[config.mk]
export PLATFORM = sky130hd
export DESIGN_NAME = slcdfc_frame_ctl
export DESIGN_NICKNAME = d
export VERILOG_FILES = /design/src/slcdfc_pkg.sv /design/src/slcdfc_pin_if.sv /design/src/slcdfc_pin_map.sv /design/src/slcdfc_frame_ctl.sv
export VERILOG_INCLUDE_DIRS = /design/src
export SDC_FILE = /design/constraint.sdc
export NUM_CORES = 1
export LEC_CHECK = 0
export BUFFER_PORTS_ARGS = -buffer_cell sky130_fd_sc_hd__buf_2
export CAP_MARGIN = 10
export CORE_ASPECT_RATIO = 0.8
export CORE_UTILIZATION = 30
export DETAILED_ROUTE_END_ITERATION = 10
export PLACE_DENSITY = 0.6
export SYNTH_ARGS = -nofsm -noshare
export SYNTH_HDL_FRONTEND = slang
export SYNTH_SLANG_ARGS = --single-unit
export TNS_END_PERCENT = 10
[constraint.sdc]
create_clock -name i_mclk -period 2.3 [get_ports i_mclk]
set_input_delay 0.115 -clock i_mclk [delete_from_list [all_inputs] [get_ports i_mclk]]
set_output_delay 0.115 -clock i_mclk [all_outputs]
set_load 0.03 [all_outputs]
[src/slcdfc_regs.svh]
`ifndef SLCDFC_REGS_SVH
`define SLCDFC_REGS_SVH

// ----------------------------------------------------------------------
// Field encodings.
// ----------------------------------------------------------------------
`define SLCDFC_DUTY_STATIC 2'h0
`define SLCDFC_DUTY_HALF 2'h1
`define SLCDFC_DUTY_THIRD 2'h2
`define SLCDFC_DUTY_QUARTER 2'h3
`define SLCDFC_BIAS_THIRD 1'h0
`define SLCDFC_BIAS_HALF 1'h1
`define SLCDFC_CLK_SYNC 1'h0
`define SLCDFC_CLK_ASYNC 1'h1

// ----------------------------------------------------------------------
// Geometry and reset values.
// ----------------------------------------------------------------------
`define SLCDFC_NUM_SEG 25
`define SLCDFC_NUM_COM 4
`define SLCDFC_MEM_BITS 100
`define SLCDFC_CONTRAST_W 8
`define SLCDFC_CONTRAST_RST 8'h00
`define SLCDFC_SEG_EN_RST 25'h000_0000
`define SLCDFC_COM_EN_RST 4'h0

`endif

[src/slcdfc_pkg.sv]
package slcdfc_pkg;
  typedef logic [1:0] slcdfc_duty_t;
  typedef logic [2:0] slcdfc_pmask_t;
  typedef logic [3:0] slcdfc_com_t;
  typedef logic [24:0] slcdfc_seg_t;
  typedef enum logic [2:0] {
    SLCDFC_OFF = 3'b001,
    SLCDFC_DRIVE = 3'b010,
    SLCDFC_BLANK = 3'b100
  } slcdfc_state_t;
endpackage

[src/slcdfc_pin_if.sv]
`timescale 1ns/1ps
interface slcdfc_pin_if;
  logic [1:0] duty;
  logic [2:0] port_mask;
  logic enable;
  logic [24:0] seg_en;
  logic [3:0] com_en;
  modport ctrl (output duty, output port_mask, output enable,
    input seg_en, input com_en);
  modport map (input duty, input port_mask, input enable,
    output seg_en, output com_en);
endinterface

[src/slcdfc_pin_map.sv]
`timescale 1ns/1ps
`include "slcdfc_regs.svh"
module slcdfc_pin_map (
  slcdfc_pin_if.map pins
);
  import slcdfc_pkg::*;

  function automatic slcdfc_seg_t seg_mask(input slcdfc_pmask_t pm);
    case (pm)
      3'h0: seg_mask = 25'h000_1FFF;
      3'h1: seg_mask = 25'h000_7FFF;
      3'h2: seg_mask = 25'h001_FFFF;
      3'h3: seg_mask = 25'h007_FFFF;
      3'h4: seg_mask = 25'h01F_FFFF;
      3'h5: seg_mask = 25'h07F_FFFF;
      3'h6: seg_mask = 25'h0FF_FFFF;
      default: seg_mask = 25'h1FF_FFFF;
    endcase
  endfunction

  function automatic slcdfc_com_t com_mask(input slcdfc_duty_t d);
    case (d)
      `SLCDFC_DUTY_STATIC: com_mask = 4'h1;
      `SLCDFC_DUTY_HALF: com_mask = 4'h3;
      `SLCDFC_DUTY_THIRD: com_mask = 4'h7;
      default: com_mask = 4'hF;
    endcase
  endfunction

  assign pins.seg_en = pins.enable ? seg_mask(pins.port_mask)
                                   : `SLCDFC_SEG_EN_RST;
  assign pins.com_en = pins.enable ? com_mask(pins.duty)
                                   : `SLCDFC_COM_EN_RST;
endmodule

[src/slcdfc_frame_ctl.sv]
`timescale 1ns/1ps
`include "slcdfc_regs.svh"
// What this block does
// - Static, two, three, four common duties.
// - Half or third bias for multiplexed duties.
// - Low-power bit selects reduced-toggle waveform.
// - Low-power mode latches once per frame pair.
// - Sync clock keeps refreshing in idle, power-save.
// - Async clock runs in three sleep modes.
// - External clock option enables input buffer only with async clock selected.
// - Blanking finishes frame then grounds pins.
// - Blanking keeps display memory unchanged.
// - Port mask frees unused segment pins.
// - Contrast changes accepted while running.
// - Memory, contrast, low-power latched at frame start; duty, bias each clock.
// - Writes accepted any time; may split.
// - Mask code 100 drives segments 0-20.
// - Duty field encodes one to four commons.
// - Bias bit zero third, one half.
// - Frame flag set at frame start; every second frame in low power.
// - Clock select zero system, one async.
module slcdfc_frame_ctl #(
  parameter int NUM_SEG = `SLCDFC_NUM_SEG,
  parameter int MEM_BITS = `SLCDFC_MEM_BITS,
  parameter int CONTRAST_W = `SLCDFC_CONTRAST_W
) (
  input wire logic i_mclk,
  input wire logic i_reset_n,
  input wire logic i_clk_en,
  input wire logic i_controller_enable,
  input wire logic i_low_power_wave_sel,
  input wire logic i_blanking_ctl,
  input wire logic i_half_bias_sel,
  input wire slcdfc_pkg::slcdfc_duty_t i_duty_sel,
  input wire slcdfc_pkg::slcdfc_pmask_t i_port_mask,
  input wire logic i_clock_source_sel,
  input wire logic i_external_clock_enable,
  input wire logic [CONTRAST_W-1:0] i_contrast_ctl_reg,
  input wire logic [MEM_BITS-1:0] i_display_mem_reg,
  input wire logic i_frame_tick,
  input wire logic i_frame_irq_clear,
  input wire logic i_sleep_idle,
  input wire logic i_sleep_power_save,
  input wire logic i_sleep_adc_nr,
  input wire logic i_sleep_deep,
  output logic [MEM_BITS-1:0] o_latched_mem,
  output logic [CONTRAST_W-1:0] o_latched_contrast,
  output logic o_latched_low_power,
  output logic o_latched_half_bias,
  output slcdfc_pkg::slcdfc_duty_t o_latched_duty,
  output logic o_blanked,
  output logic o_driving,
  output logic o_frame_irq_flag,
  output logic o_frame_parity,
  output logic o_use_async_clk,
  output logic o_ext_clk_buf_en,
  output logic o_lcd_clk_run,
  output slcdfc_pkg::slcdfc_seg_t o_seg_lcd_en,
  output slcdfc_pkg::slcdfc_com_t o_com_lcd_en
);
  import slcdfc_pkg::*;

  // ----------------------------------------------------------------------
  // Frame sequencing.
  // ----------------------------------------------------------------------
  slcdfc_state_t state_reg;
  slcdfc_state_t state_next;
  logic latch_now;
  logic blank_next;
  slcdfc_pin_if pins ();

  assign latch_now = i_controller_enable && i_frame_tick &&
    (!o_latched_low_power || !o_frame_parity);
  assign blank_next = latch_now ? i_blanking_ctl : o_blanked;

  always_comb begin
    state_next = state_reg;
    case (state_reg)
      SLCDFC_OFF: begin
        if (i_controller_enable && latch_now && i_blanking_ctl) begin
          state_next = SLCDFC_BLANK;
        end else if (i_controller_enable) begin
          state_next = SLCDFC_DRIVE;
        end
      end
      SLCDFC_DRIVE: begin
        if (!i_controller_enable) begin
          state_next = SLCDFC_OFF;
        end else if (latch_now && i_blanking_ctl) begin
          state_next = SLCDFC_BLANK;
        end
      end
      SLCDFC_BLANK: begin
        if (!i_controller_enable) begin
          state_next = SLCDFC_OFF;
        end else if (latch_now && !i_blanking_ctl) begin
          state_next = SLCDFC_DRIVE;
        end
      end
      default: begin
        state_next = SLCDFC_OFF;
      end
    endcase
  end

  always_ff @(posedge i_mclk or negedge i_reset_n) begin
    if (!i_reset_n) begin
      state_reg <= SLCDFC_OFF;
    end else if (i_clk_en) begin
      state_reg <= state_next;
    end
  end

  // ----------------------------------------------------------------------
  // Frame parity.
  // ----------------------------------------------------------------------
  always_ff @(posedge i_mclk or negedge i_reset_n) begin
    if (!i_reset_n) begin
      o_frame_parity <= 1'b0;
    end else if (i_clk_en) begin
      if (!i_controller_enable) begin
        o_frame_parity <= 1'b0;
      end else if (i_frame_tick) begin
        o_frame_parity <= latch_now ? i_low_power_wave_sel : 1'b0;
      end
    end
  end

  // ----------------------------------------------------------------------
  // Working latches.
  // ----------------------------------------------------------------------
  always_ff @(posedge i_mclk or negedge i_reset_n) begin
    if (!i_reset_n) begin
      o_latched_mem <= '0;
      o_latched_contrast <= `SLCDFC_CONTRAST_RST;
      o_latched_low_power <= 1'b0;
      o_latched_half_bias <= `SLCDFC_BIAS_THIRD;
      o_latched_duty <= `SLCDFC_DUTY_STATIC;
      o_blanked <= 1'b0;
    end else if (i_clk_en) begin
      if (latch_now) begin
        o_latched_mem <= i_display_mem_reg;
        o_latched_contrast <= i_contrast_ctl_reg;
        o_latched_low_power <= i_low_power_wave_sel;
      end
      o_latched_duty <= i_duty_sel;
      o_latched_half_bias <= (i_duty_sel == `SLCDFC_DUTY_STATIC) ?
        `SLCDFC_BIAS_THIRD : i_half_bias_sel;
      o_blanked <= i_controller_enable && blank_next;
    end
  end

  always_ff @(posedge i_mclk or negedge i_reset_n) begin
    if (!i_reset_n) begin
      o_driving <= 1'b0;
    end else if (i_clk_en) begin
      o_driving <= state_next == SLCDFC_DRIVE;
    end
  end

  // ----------------------------------------------------------------------
  // Frame flag.
  // ----------------------------------------------------------------------
  always_ff @(posedge i_mclk or negedge i_reset_n) begin
    if (!i_reset_n) begin
      o_frame_irq_flag <= 1'b0;
    end else if (i_clk_en) begin
      if (latch_now) begin
        o_frame_irq_flag <= 1'b1;
      end else if (i_frame_irq_clear) begin
        o_frame_irq_flag <= 1'b0;
      end
    end
  end

  // ----------------------------------------------------------------------
  // Clock source and sleep.
  // ----------------------------------------------------------------------
  always_ff @(posedge i_mclk or negedge i_reset_n) begin
    if (!i_reset_n) begin
      o_use_async_clk <= `SLCDFC_CLK_SYNC;
      o_ext_clk_buf_en <= 1'b0;
      o_lcd_clk_run <= 1'b0;
    end else if (i_clk_en) begin
      o_use_async_clk <= i_clock_source_sel;
      o_ext_clk_buf_en <= i_clock_source_sel && i_external_clock_enable;
      if (!i_controller_enable || i_sleep_deep) begin
        o_lcd_clk_run <= 1'b0;
      end else if (i_sleep_idle || i_sleep_power_save) begin
        o_lcd_clk_run <= 1'b1;
      end else if (i_sleep_adc_nr) begin
        o_lcd_clk_run <= i_clock_source_sel;
      end else begin
        o_lcd_clk_run <= 1'b1;
      end
    end
  end

  // ----------------------------------------------------------------------
  // Pin ownership.
  // ----------------------------------------------------------------------
  assign pins.duty = i_duty_sel;
  assign pins.port_mask = i_port_mask;
  assign pins.enable = i_controller_enable;

  slcdfc_pin_map u_map (
    .pins(pins)
  );

  always_ff @(posedge i_mclk or negedge i_reset_n) begin
    if (!i_reset_n) begin
      o_seg_lcd_en <= `SLCDFC_SEG_EN_RST;
      o_com_lcd_en <= `SLCDFC_COM_EN_RST;
    end else if (i_clk_en) begin
      o_seg_lcd_en <= pins.seg_en;
      o_com_lcd_en <= pins.com_en;
    end
  end
endmodule

==> out/metrics.csv <==
stage;metric;value;unit
run_status;status;completed;
global_routing;grt_usage;0.1539;
placement;dp.cells;862;
pwr;p_per_area;979.6;mW/mm²
sta;worst_slack;0.6338;ns
sta;tightest_slew;0.5161;ns
drt;wl;14.76;mm
die;core_area;0.01839;mm²
critical_path;worstSetupPathType;flop to flop;
die;die_h;125.3;µm
sta;finalSetupViolations;0;
clock_network;postCtsSetupRepairBufs;0;
drt;wl_per_cell;14.53;µm
placement;pre_cts_slack;0.6398;ns
critical_path;end_kind;flop;
clock_network;clk_path_buf_depth;2;
global_routing;grt_antenna_before_repair;0;
clock_network;worstSkewPairLatency;0.42;ns
global_routing;first_global_vias;4566;
die;chipWidth;156.2;µm
sta;skew;0.006624;ns
cells_and_area;fill_cells;1589;
hold_path;hold_path_class;input port to flop;
cells_and_area;fin_nets;878;
placement;place_hpwl;9.116;mm
yosys;synth_cells;365;
yosys;synthesis.nets;493;
yosys;netlist_area;0.005704;mm²
drt;drc_errors;0;
hold_path;min_from;i_frame_tick;
drt;ant_nets;0;
die;ioPinCount;276;
sta;drv_slew;0;
sta;hold_viol;0;
yosys;synth_cell_type_count;34;
critical_path;ff2ff_setup_slack;0.63;ns
clock_network;numCtsBuffers;17;
critical_path;worstPathArrival;1.96;ns
die;std_cell_rows;44;
drt;first_pass_iters;4;
critical_path;critPathMaxStageDelay;0.42;ns
pwr;ir_worst_vdd;0.4981;mV
critical_path;required;2.59;ns
critical_path;critPathLaunchType;flop;
cells_and_area;top_regs;o_latched_mem (100), o_latched_contrast (8), o_seg_lcd_en (8);
yosys;syn_area_per_cell;15.63;µm²
critical_path;rr_startpoint;o_latched_low_power;
sta;hold_slack;0.1086;ns
critical_path;path_cells;nand2_1, nand4_1, buf_12, mux2_4;
critical_path;cp_slowest_cell;dfrtp_1;
global_routing;globalRouteOverflowTotal;0;
flow_run;max_cap_violations;0;
critical_path;critPathBufInv;1;
yosys;yosysWarnings;0;
yosys;synth_seq_area_share;0.5837;
sta;setup_tns;0;ns
sta;finalCritPeriodShare;0.7244;
cells_and_area;antennaDiodeCount;0;
die;initial_utilization;0.3102;
cells_and_area;top_register;o_latched_mem;
cells_and_area;syn2layout_area_growth;58.26;%
sta;max-slew-margin-rel;0.6559;
clock_network;clock_tree.root_cell;clkbuf_16;
yosys;ys_seq_elements;133;
cells_and_area;final-instance-count-excl-fill;1016;
die;dieArea;0.01957;mm²
placement;gp_congestion;0.7731;
cells_and_area;largest_reg_flops;100;
clock_network;clk_pin_slew;0.06;ns
critical_path;crit_start;o_latched_low_power;
cells_and_area;drive_above_1_share;0.5609;
global_routing;grt_pass1_wl;23.36;mm
critical_path;cp_top_family;flip-flops;
sta;min_period;1.666;ns
drt;vias_per_cell;4.220;
sta;max_freq;600.2;MHz
global_routing;grt_max_degree;59;
placement;io_buffers;275;
drt;first_iter_violations;163;
pwr;p_leak;4.717;nW
pwr;p_total;0.008843;W
drt;num_vias;4288;
clock_network;cts_tree;done;
sta;rsz0062_at_grt;false;
clock_network;h-tree-depth;4;
critical_path;path_max_fanout;58;
clock_network;cts.sinks;133;
[cell usage after synthesis]
cell / count / area share
o221ai_1: 1 / 0.0015
nand4bb_1: 1 / 0.0020
buf_6: 10 / 0.020
o21ai_0: 16 / 0.014
a31oi_1: 3 / 0.0033
mux2i_1: 1 / 0.0018
nand2b_1: 1 / 0.0011
nand4b_1: 1 / 0.0015
o31ai_1: 1 / 0.0013
mux2_2: 13 / 0.026
dfstp_2: 1 / 0.0046
or4b_2: 1 / 0.0018
inv_1: 20 / 0.013
o22ai_1: 3 / 0.0033
nand3_1: 6 / 0.0053
o41ai_2: 1 / 0.0029
xnor2_1: 1 / 0.0015
nand4_1: 4 / 0.0044
a21oi_1: 4 / 0.0035
nor2b_1: 1 / 0.0011
dfrtp_1: 132 / 0.58
nor2_1: 5 / 0.0033
a21bo_2: 1 / 0.0018
o2111ai_1: 1 / 0.0015
nor3_1: 1 / 0.00088
buf_1: 1 / 0.00066
nand2_1: 7 / 0.0046
o311ai_0: 1 / 0.0015
nor3b_1: 1 / 0.0013
mux2_4: 99 / 0.26
buf_2: 2 / 0.0018
clkbuf_1: 3 / 0.0020
a21o_1: 1 / 0.0013
buf_4: 20 / 0.026
[worst min-delay path, stage by stage]
cell and delay (ns):
buf_2 0.13, nand3_1 0.14, o31ai_1 0.09
[cell usage in the layout (no fill, tap or decap), types with 2 or more instances in the layout]
cell           Yosys  final
nor2_1             5      5
mux2_4            99     99
clkbuf_16          0     17
mux2_2            13     13
nand3_1            6      6
a21oi_1            4      4
buf_12             0      3
buf_2              2    274
buf_4             20      2
clkinvlp_4         0      2
o22ai_1            3      3
dfrtp_1          132    132
nand4_1            4      4
clkinv_4           0      4
clkinv_2           0      2
nand2_1            7      7
a31oi_1            3      3
dlygate4sd3_1      0    122
inv_1             20     20
o21ai_0           16     16
inv_6              0      3
bufinv_16          0      3
[metal layers]
layer,global-route usage,routed length [µm]
met5,0,0
met4,0.06286,266
met3,0.04783,961
met2,0.2608,7262
met1,0.1800,6269
[through the flow]
stage	util	instance area, µm²
after detailed placement	0.3911	7191
after global placement	0.3911	7191
after global routing	0.4910	9027
final	0.4910	9027
after CTS	0.4910	9027
after floorplan	-	5704
[area by class of cell]
type,count,area (µm²),share of cell area
well taps,253,316.6,0.03507
clock buffers,18,439.2,0.04865
repair buffers,402,2679,0.2967
clock inverters,14,176.4,0.01954
flip-flops and latches,133,3329,0.3688
inverters,20,75.07,0.008316
multi-input cells,176,2012,0.2229
[final timing paths]
check	end	cells past startpoint
min in group asynchronous	o_latched_mem[13]	2
max in group asynchronous	o_latched_mem[79]	3
hold / removal	o_blanked	3
setup reg to reg	o_latched_mem[95]	4
setup / recovery	o_latched_mem[95]	4
hold reg to reg	o_frame_irq_flag	2
[report_power, final]
group / leakage, nW / internal, W / switching [W] / total [W]
clock network: 0.297 / 0.00175 / 0.00106 / 0.00281
logic: 2.83 / 0.00121 / 0.00166 / 0.00288
registers: 1.59 / 0.00285 / 0.000306 / 0.00316
total: 4.72 / 0.00581 / 0.00303 / 0.00884
[cells by family (layout without fill, tap and decap cells)]
kind of cell	count (synthesis)	count (layout)	share of synthesized area
DFF	133	133	0.5837
and+or+nand+nor	29	29	0.02720
buffers and inverters	56	454	0.06361
xor gates and xnor gates	1	1	0.001536
AOI/OAI and AO/OA	33	33	0.03598
muxes	113	113	0.2880
[timing repair]
item                                    CTS  global route
hold endpoints to repair                176             0
endpoints found under the setup margin    0             0
resized for setup                         0             0
hold buffers                            122             0
Power figures use the tool's default switching activity.
